--- src/i2c_target_pkg.sv ---
// constants, state and carrier types for the two-wire register target port
// assumes a 25 MHz system clock and a bus master that owns scl and sda timing
package i2c_target_pkg;

  // seven-bit target address and the direction bit that selects a read
  localparam logic [6:0] OWN_ADDR = 7'h59;
  localparam logic RW_READ = 1'b1;

  // a byte is eight data bits; the ninth slot is the acknowledge
  localparam int BYTE_BITS = 8;
  localparam int CNT_W = 4;
  localparam logic [CNT_W-1:0] CNT_ZERO = 4'h0;
  localparam logic [CNT_W-1:0] CNT_FULL = 4'h8;

  // output data hold after scl falls, 300 ns least, rounded up to cycles
  localparam int CLK_PERIOD_NS = 40;
  localparam int T_HOLD_NS = 300;
  localparam int HOLD_CYC = (T_HOLD_NS + CLK_PERIOD_NS - 1) / CLK_PERIOD_NS;
  localparam int HOLD_W = 4;
  localparam logic [HOLD_W-1:0] HOLD_LOAD = HOLD_W'(HOLD_CYC);
  localparam logic [HOLD_W-1:0] HOLD_FIRE = 4'h1;
  localparam logic [HOLD_W-1:0] HOLD_IDLE = 4'h0;

  // write queue towards the register file
  localparam int FIFO_DEPTH = 16;

  localparam logic [7:0] BYTE_ZERO = 8'h00;

  typedef enum logic [2:0] {
    ST_IDLE,
    ST_ADDR,
    ST_INDEX,
    ST_DATA,
    ST_READ,
    ST_IGNORE
  } port_state_e;

  typedef struct packed {
    logic [7:0] index;
    logic [7:0] data;
  } wr_req_s;

  localparam int WR_REQ_W = $bits(wr_req_s);

endpackage : i2c_target_pkg

--- src/i2c_register_target_port.sv ---
// two-wire target port that turns bus writes into queued register writes
// and answers bus reads from a register file held outside this block
// assumes scl and sda arrive asynchronously from pins with pull-ups, and the
// register file answers rd_data_i combinationally from rd_index_o
`timescale 1ns/1ns

module reg_write_fifo #(
  parameter int WIDTH = 16,
  parameter int DEPTH = 16
) (
  input wire logic clk_i,               // system clock
  input wire logic rstn_i,              // async reset, active low
  input wire logic in_valid_i,          // word offered
  output logic in_ready_o,              // room for a word
  input wire logic [WIDTH-1:0] in_data_i, // word to store
  output logic out_valid_o,             // word available
  input wire logic out_ready_i,         // consumer takes the word
  output logic [WIDTH-1:0] out_data_o   // oldest word
);

  localparam int AW = $clog2(DEPTH);
  localparam logic [AW:0] COUNT_FULL = (AW+1)'(DEPTH);
  localparam logic [AW:0] COUNT_ZERO = '0;

  logic [WIDTH-1:0] mem_r [DEPTH];
  logic [AW-1:0] wr_ptr_r;
  logic [AW-1:0] rd_ptr_r;
  logic [AW:0] count_r;
  logic [AW:0] count_nxt;
  logic full_r;
  logic empty_r;
  logic push;
  logic pop;
  logic [AW-1:0] rd_ptr_nxt;
  logic [WIDTH-1:0] head_r;
  logic valid_r;

  assign push = in_valid_i & ~full_r;
  assign pop = ~empty_r & out_ready_i;
  assign count_nxt = count_r + (AW+1)'(push) - (AW+1)'(pop);
  assign rd_ptr_nxt = pop ? rd_ptr_r + AW'(1) : rd_ptr_r;
  assign in_ready_o = ~full_r;
  assign out_valid_o = valid_r;
  assign out_data_o = head_r;

  // the head word sits in its own flop so the consumer never sees a read
  // mux; a word landing in the slot that becomes the head is forwarded
  always_ff @(posedge clk_i) begin
    if (push) begin
      mem_r[wr_ptr_r] <= in_data_i;
    end
    if (push && (wr_ptr_r == rd_ptr_nxt)) begin
      head_r <= in_data_i;
    end else begin
      head_r <= mem_r[rd_ptr_nxt];
    end
  end

  // flags are registered with the count so both sides see stable levels
  always_ff @(posedge clk_i or negedge rstn_i) begin
    if (!rstn_i) begin
      wr_ptr_r <= '0;
      rd_ptr_r <= '0;
      count_r <= '0;
      full_r <= 1'b0;
      empty_r <= 1'b1;
      valid_r <= 1'b0;
    end else begin
      if (push) begin
        wr_ptr_r <= wr_ptr_r + AW'(1);
      end
      if (pop) begin
        rd_ptr_r <= rd_ptr_r + AW'(1);
      end
      count_r <= count_nxt;
      full_r <= (count_nxt == COUNT_FULL);
      empty_r <= (count_nxt == COUNT_ZERO);
      valid_r <= (count_nxt != COUNT_ZERO);
    end
  end

endmodule : reg_write_fifo

module i2c_register_target_port (
  input wire logic sys_clk_i,                  // 25 mhz system clock
  input wire logic rstn_i,                     // async reset, active low
  input wire logic scl_i,                      // bus clock pin level
  input wire logic sda_i,                      // bus data pin level
  output logic sda_o,                          // sda drive value, always low
  output logic sda_oe_o,                       // high while pulling sda low
  output logic scl_o,                          // scl drive value, always low
  output logic scl_oe_o,                       // high while stretching scl
  output logic busy_o,                         // bus occupied
  output logic wr_valid_o,                     // queued write available
  input wire logic wr_ready_i,                 // register file takes write
  output i2c_target_pkg::wr_req_s wr_req_o,    // index and value to write
  output logic [7:0] rd_index_o,               // selected register index
  input wire logic [7:0] rd_data_i             // value of selected register
);
  import i2c_target_pkg::*;

  logic scl_meta_r;
  logic scl_sync_r;
  logic scl_prev_r;
  logic sda_meta_r;
  logic sda_sync_r;
  logic sda_prev_r;
  logic scl_rise;
  logic scl_fall;
  logic start_det;
  logic stop_det;
  logic [HOLD_W-1:0] hold_cnt_r;
  logic act_fall;
  port_state_e state_r;
  logic [CNT_W-1:0] bit_cnt_r;
  logic in_ack_r;
  logic [7:0] shift_r;
  logic [7:0] index_r;
  logic sda_oe_r;
  logic scl_oe_r;
  logic busy_r;
  logic push_r;
  wr_req_s req_r;
  logic fifo_in_ready;
  logic [WR_REQ_W-1:0] fifo_out;
  logic active;

  // both lines pass two flops before anything looks at them
  always_ff @(posedge sys_clk_i or negedge rstn_i) begin
    if (!rstn_i) begin
      scl_meta_r <= 1'b1;
      scl_sync_r <= 1'b1;
      scl_prev_r <= 1'b1;
      sda_meta_r <= 1'b1;
      sda_sync_r <= 1'b1;
      sda_prev_r <= 1'b1;
    end else begin
      scl_meta_r <= scl_i;
      scl_sync_r <= scl_meta_r;
      scl_prev_r <= scl_sync_r;
      sda_meta_r <= sda_i;
      sda_sync_r <= sda_meta_r;
      sda_prev_r <= sda_sync_r;
    end
  end

  assign scl_rise = scl_sync_r & ~scl_prev_r;
  assign scl_fall = ~scl_sync_r & scl_prev_r;
  // sda moving while scl stays high is a bus condition, never data
  assign start_det = scl_sync_r & scl_prev_r & sda_prev_r & ~sda_sync_r;
  assign stop_det = scl_sync_r & scl_prev_r & ~sda_prev_r & sda_sync_r;

  // sda changes wait a hold time after scl falls, so the master never sees
  // our data move near its own clock edge
  always_ff @(posedge sys_clk_i or negedge rstn_i) begin
    if (!rstn_i) begin
      hold_cnt_r <= HOLD_IDLE;
    end else if (scl_fall) begin
      hold_cnt_r <= HOLD_LOAD;
    end else if (hold_cnt_r != HOLD_IDLE) begin
      hold_cnt_r <= hold_cnt_r - HOLD_FIRE;
    end
  end

  assign act_fall = (hold_cnt_r == HOLD_FIRE);
  assign active = (state_r != ST_IDLE) && (state_r != ST_IGNORE);

  always_ff @(posedge sys_clk_i or negedge rstn_i) begin
    if (!rstn_i) begin
      busy_r <= 1'b0;
    end else if (start_det) begin
      busy_r <= 1'b1;
    end else if (stop_det) begin
      busy_r <= 1'b0;
    end
  end

  always_ff @(posedge sys_clk_i or negedge rstn_i) begin
    if (!rstn_i) begin
      state_r <= ST_IDLE;
      bit_cnt_r <= CNT_ZERO;
      in_ack_r <= 1'b0;
      shift_r <= BYTE_ZERO;
      index_r <= BYTE_ZERO;
      sda_oe_r <= 1'b0;
      scl_oe_r <= 1'b0;
      push_r <= 1'b0;
      req_r <= '0;
    end else begin
      push_r <= 1'b0;
      if (start_det) begin
        // a repeated start is handled just like the first one
        state_r <= ST_ADDR;
        bit_cnt_r <= CNT_ZERO;
        in_ack_r <= 1'b0;
        sda_oe_r <= 1'b0;
        scl_oe_r <= 1'b0;
      end else if (stop_det) begin
        state_r <= ST_IDLE;
        bit_cnt_r <= CNT_ZERO;
        in_ack_r <= 1'b0;
        sda_oe_r <= 1'b0;
        scl_oe_r <= 1'b0;
      end else begin
        // stretch ends as soon as the write queue has room
        if (scl_oe_r && fifo_in_ready) begin
          scl_oe_r <= 1'b0;
        end
        if (scl_rise && active) begin
          if (!in_ack_r) begin
            shift_r <= {shift_r[6:0], sda_sync_r};
            bit_cnt_r <= bit_cnt_r + CNT_FULL[CNT_W-1:0] / CNT_FULL;
          end else begin
            unique case (state_r)
              ST_DATA: begin
                // the write leaves for the register file on this ack edge
                req_r <= '{index: index_r, data: shift_r};
                push_r <= 1'b1;
                index_r <= index_r + 8'h01;
              end
              ST_READ: begin
                if (sda_sync_r) begin
                  state_r <= ST_IGNORE;
                end else begin
                  index_r <= index_r + 8'h01;
                end
              end
              ST_ADDR, ST_INDEX, ST_IDLE, ST_IGNORE: begin
              end
            endcase
          end
        end
        if (act_fall && active) begin
          if (!in_ack_r && bit_cnt_r == CNT_FULL) begin
            in_ack_r <= 1'b1;
            unique case (state_r)
              ST_ADDR: begin
                if (shift_r[7:1] == OWN_ADDR) begin
                  sda_oe_r <= 1'b1;
                end else begin
                  state_r <= ST_IGNORE;
                  sda_oe_r <= 1'b0;
                end
              end
              ST_INDEX: begin
                index_r <= shift_r;
                sda_oe_r <= 1'b1;
              end
              ST_DATA: begin
                sda_oe_r <= 1'b1;
                if (!fifo_in_ready) begin
                  scl_oe_r <= 1'b1;
                end
              end
              ST_READ: begin
                sda_oe_r <= 1'b0;
              end
              ST_IDLE, ST_IGNORE: begin
              end
            endcase
          end else if (in_ack_r) begin
            in_ack_r <= 1'b0;
            bit_cnt_r <= CNT_ZERO;
            unique case (state_r)
              ST_ADDR: begin
                if (shift_r[0] == RW_READ) begin
                  // index was chosen by an earlier write phase
                  state_r <= ST_READ;
                  shift_r <= rd_data_i;
                  sda_oe_r <= ~rd_data_i[7];
                end else begin
                  state_r <= ST_INDEX;
                  sda_oe_r <= 1'b0;
                end
              end
              ST_INDEX: begin
                state_r <= ST_DATA;
                sda_oe_r <= 1'b0;
              end
              ST_DATA: begin
                sda_oe_r <= 1'b0;
              end
              ST_READ: begin
                shift_r <= rd_data_i;
                sda_oe_r <= ~rd_data_i[7];
              end
              ST_IDLE, ST_IGNORE: begin
              end
            endcase
          end else if (state_r == ST_READ) begin
            // open-drain: a one is sent by letting the line float
            sda_oe_r <= ~shift_r[7];
          end
        end
      end
    end
  end

  reg_write_fifo #(
    .WIDTH(WR_REQ_W),
    .DEPTH(FIFO_DEPTH)
  ) u_wr_fifo (
    .clk_i(sys_clk_i),
    .rstn_i(rstn_i),
    .in_valid_i(push_r),
    .in_ready_o(fifo_in_ready),
    .in_data_i(req_r),
    .out_valid_o(wr_valid_o),
    .out_ready_i(wr_ready_i),
    .out_data_o(fifo_out)
  );

  assign wr_req_o = wr_req_s'(fifo_out);
  assign sda_o = 1'b0;
  assign scl_o = 1'b0;
  assign sda_oe_o = sda_oe_r;
  assign scl_oe_o = scl_oe_r;
  assign busy_o = busy_r;
  assign rd_index_o = index_r;

endmodule : i2c_register_target_port

--- config.mk ---
export PLATFORM = sky130hd
export DESIGN_NAME = i2c_register_target_port
export DESIGN_NICKNAME = d
export VERILOG_FILES = /design/src/i2c_target_pkg.sv /design/src/i2c_register_target_port.sv
export SDC_FILE = /design/constraint.sdc
export NUM_CORES = 1
export LEC_CHECK = 0
export BUFFER_PORTS_ARGS = -buffer_cell sky130_fd_sc_hd__buf_4
export CORE_AREA = 2 2 164 166
export DETAILED_ROUTE_END_ITERATION = 8
export DIE_AREA = 0 0 166 168
export GPL_ROUTABILITY_DRIVEN = 0
export PLACE_DENSITY = 0.71
export SLEW_MARGIN = 30
export SYNTH_ARGS = -nofsm -noshare
export SYNTH_HDL_FRONTEND = slang
export SYNTH_HIERARCHICAL = 1
export SYNTH_SLANG_ARGS = --single-unit
--- constraint.sdc ---
create_clock -name sys_clk_i -period 2.3 [get_ports sys_clk_i]
set_input_delay 0.69 -clock sys_clk_i [delete_from_list [all_inputs] [get_ports sys_clk_i]]
set_output_delay 0.69 -clock sys_clk_i [all_outputs]
set_load 0.02 [all_outputs]
==> impl.org, run 1 <==
** Route
- DRC violations left :: 0
- Antenna-violating nets left :: 0
- In the final routed layout, each cell accounts on average for 23.60 µm.
- Detailed-route via count :: about 7300
- Detailed Route WL :: approximately 29000 µm
- Number of search-and-repair iterations in the first detailed-routing pass :: 6
- After detailed routing, the number of vias per cell comes to 6.031.
- For this block, the initial DRC count from the detailed router was 714.

** Cells and area
- Final Net Count :: 875
- After filler insertion, the fill cell instance count of the layout stands at ~1900.
- Of the cells placed in the final design, the portion with a size suffix greater than 1 is 0.3030.
- Compared with the post-synthesis result, the final layout area differs by 17.44%.
- The number of antenna diodes in the final layout is 0.
- Summing all non-filler instances in the final layout gives an area of 0.01575 mm².
- Leaving out filler cells and counting taps, the final layout contains 1209.

** Synth
- Biggest area contributors in the synthesized netlist :: sky130_fd_sc_hd__edfxtp_1 57%, sky130_fd_sc_hd__dfrtp_1 12%, sky130_fd_sc_hd__mux4_2 9.1%
- In the synthesized netlist the dominant register cell turns out to be sky130_fd_sc_hd__edfxtp_1.
- Of all flip-flops after synthesis, the portion carrying an async set or reset was 0.2121.
- Most numerous cell types in the synthesized netlist :: 256 x sky130_fd_sc_hd__edfxtp_1, 63 x sky130_fd_sc_hd__dfrtp_1, 54 x sky130_fd_sc_hd__mux4_2, 42 x sky130_fd_sc_hd__nand2_1, 38 x sky130_fd_sc_hd__a22oi_1
- Averaged over all synthesized cells, the footprint is 17.78 µm².
- By instance count, the leading cell after synthesis is sky130_fd_sc_hd__edfxtp_1.
- In the synthesized netlist, the number of instances is 754.
- Syn Std Cell Area :: 0.01341 mm²
- Number of warning messages in the yosys log :: 6
- Of the post-synthesis cell area, the dominant cell type holds 0.5734.
- Synthesis inferred 330 register bits.
- Synthesis instantiated 66 different standard cells from the library.
- In this run, synthesis inferred roughly 260 flip-flops with an integrated enable.
- Biggest area consumer among synthesized cells :: sky130_fd_sc_hd__edfxtp_1
- For this run, the register share of the synthesized area comes to 0.7107.

** Setup path
- Slowest cell on the critical path :: sky130_fd_sc_hd__mux4_2
- The worst setup path is captured at a primary output.
- Required time worst endpoint :: 1.61 ns
- The largest single stage delay on the critical path is 0.51 ns.
- The worst register-to-register path ends at u_wr_fifo/out_valid_o.
- CP startpoint kind :: register
- Among the stages of the critical path, the cell type that occurs most often is sky130_fd_sc_hd__buf_12.
- The signal on the critical path passes through buf_12, buf_12, mux4_2, a22oi_2, nand2_1, buf_6.
- Along the worst path, the maximum fanout reaches 11.
- For flop-to-flop paths, the worst setup slack is approximately 0.060 ns.
- Classification of the worst setup path :: reg -> out
- Measured in cells, the most critical reg-to-reg path has a length of 8.
- R2R Path Start :: push_r
- Crit path arrival time :: 2.16 ns

** Clock network
- Clock tree from TritonCTS :: built
- The cell sitting at the root of the clock tree is a sky130_fd_sc_hd__clkbuf_16.
- Counting the buffers created by CTS gives 34.
- Clock input transition at the sequential cells of the worst setup and hold paths :: 0.06 ns
- Clock tree sinks :: 330
- After clock tree synthesis, the flow added hold-fix buffers numbering 0.
- The clock passes through at most 3 buffers.
- Count of H-tree levels built during CTS :: 2
- The later pin in the worst-skew pair is clocked with a latency of between 0.5 and 0.6 ns.

** Global route
- The first global-routing pass estimated around 44000 µm of wire.
- Entering global routing, the biggest net connects 49 pins.
- For this run, the total global-route usage over all layers was measured as 0.2079.
- The number of global-route vias before repair came to 7572.
- Summed over all layers, the global routing overflow is 0.
- Number of antenna violations at the first check in global routing :: 0

** Power and ir drop
- Power comes to 0.01656 W.
- Ratio of total power to cell area :: 1052 mW/mm²
- Pleak :: 5.617 nW
- Across the VDD grid, the largest voltage drop is between 700 and 800 µV.

** Timing
- Setup repair after global routing could not meet its margin everywhere.
- The worst pin sits at a relative slew slack of 0.5894.
- The smallest clock period supported by the final layout is computed as 2.853 ns.
- Final period util :: 1.241
- Achievable Freq :: roughly 0.35 GHz
- Smallest setup slack after layout :: -0.5533 ns
- Hold Violations, Final :: 0
- Setup TNS after final layout :: -8.373 ns
- Clock skew after layout :: approximately 0.016 ns
- The count of pins over their slew limit is 0.
- For the pin with the worst max-slew slack, the measured transition is 0.6159 ns.
- Setup violations remaining at the end of the flow were counted as 16.

** Die
- Placement row count :: 60
- The die is 168 µm tall.
- Starting Density :: 0.5088
- Die footprint :: 0.02789 mm²
- Area of the core :: 0.02635 mm²
- Die W :: around 170 µm
- Pin placement for this block handled 43 I/O pins.

** Place
- After detailed placement, the design holds a cell count of 1145.
- Summed over all nets, the half-perimeter wirelength after detailed placement is 16740 µm.
- Standard cell area after detailed placement :: 0.01441 mm²
- Count of buffers from port buffering :: 40
- OpenSTA, run right after detailed placement, puts the worst setup slack at -0.3307 ns.

** Worst hold path
- Path class of the lowest-slack min-delay path :: in -> async

** Status
- The flow ran to the end, but the final reports show violations.
- Violated checks :: negative setup slack

** Run
- Reported max-cap violation count :: 0
-- power breakdown --
group	switching [W]	internal, W
clock	0.00216	0.00314
sequential	0.000324	0.00665
combinational	0.00214	0.00215
-- placed cells by master (no fill, tap or decap), drive strengths merged, types with 18 or more instances in the layout --
cell	instances
nor2	22
mux4	64
nand2	42
clkbuf	45
inv	20
dfrtp	63
a22oi	38
buf	93
edfxtp	256
mux2	18
-- registers in the layout, summed over array words and instances, names as in the netlist, 3 cells and up, named ones only --
name                flops
u_wr_fifo/mem_r       256
req_r                  16
rd_index_o              8
shift_r                 8
u_wr_fifo/count_r       5
bit_cnt_r               4
hold_cnt_r              4
u_wr_fifo/rd_ptr_r      4
u_wr_fifo/wr_ptr_r      4
state_r                 3
-- worst max path at each step --
stage / to
2_1_floorplan: u_wr_fifo/out_valid_o
3_3_place_gp: u_wr_fifo/out_valid_o
3_5_place_dp: u_wr_fifo/out_valid_o
4_1_cts: wr_req_o[15]
5_1_grt: wr_req_o[3]
6_report: wr_req_o[8]
-- critical path, delay by kind of cell, from the launching register on --
| family | cells | cell delay [ns] |
|---|---|---|
| mux | 1 | 0.51 |
| buf+inv | 3 | 0.44 |
| flops | 1 | 0.41 |
| compound gates | 1 | 0.21 |
| simple gates | 1 | 0.09 |
-- cells by family (layout without fill, tap and decap cells) --
group / after synthesis / in the layout / synth area share
flops: 330 / 330 / 0.7107
simple gates: 137 / 137 / 0.05450
mux: 82 / 82 / 0.1254
compound gates: 115 / 115 / 0.06169
xor+xnor: 16 / 16 / 0.01045
other cells: 1 / 2 / 0.0002797
fa+ha+maj: 16 / 16 / 0.01549
buf+inv: 57 / 170 / 0.02147
-- metal layers --
layer,wire length [µm],track usage,up-vias
met3,1985,0.03667,59
li1,-,-,3177
met4,739,0.06163,0
met1,11490,0.2784,3766
met5,0,0,-
met2,14320,0.3538,290
-- metrics by stage --
step                  util  hold slack [ns]
finish              0.5975          0.08118
detailed placement  0.5467           0.3472
CTS                 0.5943          0.07393
floorplan                -           0.3452
global route        0.5975          0.09857
global placement    0.5467           0.3472
-- final cells by class --
| type | count | area, µm² | share of cell area |
|---|---|---|---|
| Sequential cell | 330 | 9533 | 0.6055 |
| Tap cell | 341 | 426.7 | 0.02710 |
| Clock buffer | 45 | 913.4 | 0.05801 |
| Multi-Input combinational cell | 368 | 3722 | 0.2364 |
| Inverter | 19 | 71.32 | 0.004530 |
| Timing Repair Buffer | 93 | 927.1 | 0.05888 |
| Clock inverter | 13 | 151.4 | 0.009615 |
-- what timing repair did --
| action | 4_1_cts | 5_1_grt |
|---|---|---|
| cloned | 2 | 0 |
| endpoints found under the setup margin | 16 | 18 |
| resized for setup | 34 | 18 |
| buffers inserted | 1 | 3 |
| pin swaps | 8 | 7 |
(Power assumes the default switching activity.)
==> run 2: changes to the inputs <==
--- a/config.mk
+++ b/config.mk
@@ -11,6 +11,7 @@
 export DIE_AREA = 0 0 166 168
 export GPL_ROUTABILITY_DRIVEN = 0
 export PLACE_DENSITY = 0.71
+export RECOVER_POWER = 100
 export SLEW_MARGIN = 30
 export SYNTH_ARGS = -nofsm -noshare
 export SYNTH_HDL_FRONTEND = slang
==> run 2 against run 1 <==
Net effect: the flow still finishes with violations (negative setup slack); sequential cell count is the same; critical path depth is the same; power shrank 0.40%; setup slack is essentially flat; worst hold slack gained 0.21 ns; clock skew is essentially flat; global-route usage is the same; final cell count is the same; non-clock buffer count is the same; highest routed layer unchanged.
==> impl.org, run 2 (synthesized netlist as in run 1, its figures left out) <==
** Power and ir drop
- Sequential power share :: 0.423
- P_sw :: 0.004622 W
- IR drop worst, VDD :: 714.3 µV
- Share of power burned in the clock network :: 0.321
- Of the total power, the share spent switching nets is 0.2802.
- Ratio of total power to cell area :: roughly 1100 mW/mm²
- Part of the total power dissipated in combinational logic :: 0.256
- Pleak :: 5.510 nW
- Internal power comes to 0.01187 W.

** Cells and area
- More flip-flops sit in one register than any other, and that register is u_wr_fifo/mem_r.
- Fraction of final layout cells with drive strength greater than 1 :: 0.2742
- Post-layout util :: 0.5927
- The register with the most flip-flops in the layout has 256 of them.
- In the layout the commonest cells are 256 x sky130_fd_sc_hd__edfxtp_1, 63 x sky130_fd_sc_hd__dfrtp_1, 59 x sky130_fd_sc_hd__mux4_2.
- Final cell count without fillers :: 1209
- In the final design database the tool counted 875 nets.
- Top Registers :: u_wr_fifo/mem_r x256, req_r x16
- Ant diodes :: 0
- Compared with the post-synthesis result, the final layout area differs by 16.49%.
- The library cell used most frequently in the layout, excluding fill and tap cells, is sky130_fd_sc_hd__edfxtp_1.

** Global route
- Via count of the first global-routing pass :: 7572
- The initial antenna violation count is 0.
- Maximum number of pins on one net before global-route repair :: a little under 50
- The first global-routing pass estimated 44240 µm of wire.
- Total Routing Usage GR :: 0.2079
- Total congestion overflow :: 0

** Place
- In this run the tool buffered the top-level ports with 40 buffer cells.
- In this run, placement finished with an instance count of between 1000 and 1500.
- OpenSTA, run right after detailed placement, puts the worst setup slack at -0.3307 ns.
- The wire-length estimate of the detail-placed layout is 16740 µm.

** Timing
- Clock skew after layout :: 0.01586 ns
- Setup repair after global routing could not meet its margin everywhere.
- The count of pins over their slew limit came to 0.
- Achievable Freq :: 0.3505 GHz
- Min Hold Slack :: 0.2926 ns
- Final period util :: 1.240
- Smallest setup slack after layout :: -0.5529 ns
- Worst slew pin tran :: ~1.2 ns
- The smallest clock period supported by the final layout is computed as 2.853 ns.
- Hold Violations, Final :: 0
- Number of setup violations in the final report :: 17
- Headroom to the max-slew limit came out at 0.1875.

** Setup path
- In this run the critical register-to-register path is launched from u_wr_fifo/empty_r.
- Critical Path Sink Type :: primary output
- Crit path arrival time :: 2.16 ns
- Path depth of the worst reg2reg path :: 8
- The worst setup path is launched from a register.
- Reg-to-reg slack, setup :: -0.03 ns
- Data on the critical path is required at its endpoint by approximately 1.6 ns.
- Along the worst path, the maximum fanout reaches 7.
- Classification of the worst setup path :: reg -> out
- The endpoint identified for the worst register-to-register timing path is u_wr_fifo/out_valid_o.

** Clock network
- Clock tree root driver cell :: sky130_fd_sc_hd__clkbuf_16
- Clk buf depth :: 3
- CTS hold repair buffers :: 0
- Clock input transition at the sequential cells of the worst setup and hold paths :: about 0.060 ns
- Number of buffers created by CTS :: 34
- Clock tree from TritonCTS :: built
- Count of H-tree levels built during CTS :: 2
- Worst-Skew Late Latency :: 0.51 ns
- Clock tree sinks :: 330

** Run
- The tool flagged a number of max-cap violations equal to 0.

** Route
- The count of nets left with antenna violations once routing finished came out at 0.
- The final layout contains routed wiring with a total length of roughly 29000 µm.
- DRC violations left :: 0
- Detailed-route via count :: 7346
- Mean number of vias per cell :: about 6.1
- In this run, the number of DRC markers left after iteration 0 of detailed routing was 700.
- Routed wire per std cell :: 23.59 µm
- Number of search-and-repair iterations in the first detailed-routing pass :: 5

** Die
- Die footprint :: 0.02789 mm²
- Starting Density :: 0.5088
- Die W :: 166 µm
- 43 I/O pins were placed.
- Die Span Y :: 168 µm
- Area of the core :: 0.02635 mm²
- Placement row count :: 60

** Status
- The final reports fail on negative setup slack.
- Outcome :: finished with violations

** Worst hold path
- Path class of the lowest-slack min-delay path :: in -> reg
- Counting instances, the worst hold path has a depth of 1.
- The worst hold path terminates at sda_meta_r.
- The worst hold path begins at sda_i.
run 2: critical path: stages (launching register included):
cell and delay, ns:
sky130_fd_sc_hd__dfxtp_4 0.41, sky130_fd_sc_hd__buf_12 0.14, sky130_fd_sc_hd__buf_16 0.14, sky130_fd_sc_hd__mux4_2 0.53, sky130_fd_sc_hd__a22oi_2 0.21, sky130_fd_sc_hd__nand2_1 0.09
sky130_fd_sc_hd__buf_6 0.13
run 2: layout make-up:
class / count / area (µm²)
Fill cell: 1878 / 10730
Sequential cell: 330 / 9533
Multi-Input combinational cell: 368 / 3707
Clock buffer: 45 / 913.4
Timing Repair Buffer: 93 / 814.5
Tap cell: 341 / 426.7
Clock inverter: 13 / 151.4
Inverter: 19 / 71.32
run 2: how the worst max path moves through the flow:
stage / start / to / slack [ns]
CTS: register / wr_req_o[15] / -0.59
detailed placement: wr_ready_i / u_wr_fifo/out_valid_o / -0.33
global route: register / wr_req_o[3] / -0.66
global placement: wr_ready_i / u_wr_fifo/out_valid_o / -0.28
floorplan: wr_ready_i / u_wr_fifo/out_valid_o / -0.25
finish: register / wr_req_o[7] / -0.55
run 2: per-layer routing:
metal / routed length [µm] / GRT usage
met5: 0 / 0
met4: 631 / 0.06163
met3: 1881 / 0.03667
met2: 14430 / 0.3538
met1: 11570 / 0.2784
run 2: timing repair:
item | 4_1_cts | 5_1_grt
pin swaps | 8 | 7
gates cloned | 2 | 0
setup endpoints to repair | 16 | 18
resized for setup | 34 | 18
buffers inserted | 1 | 3
run 2: power groups by stage:
stage | clock network (W) | logic (W) | registers (W)
detailed placement | 0 | 0.00373 | 0.00708
global route | 0.00562 | 0.00456 | 0.00701
global placement | 0 | 0.00359 | 0.00706
finish | 0.00530 | 0.00422 | 0.00697
floorplan | 0 | 0.00241 | 0.00695
CTS | 0.00540 | 0.00412 | 0.00697
run 2: metrics by stage:
step / area (µm²) / power (W) / setup TNS, ns
detailed placement: 14410 / 0.01081 / -1.865
global placement: 14410 / 0.01065 / -1.290
CTS: 15660 / 0.01649 / -8.911
floorplan: 13420 / 0.009354 / -0.3489
finish: 15620 / 0.01649 / -8.397
global route: 15620 / 0.01719 / -12.78
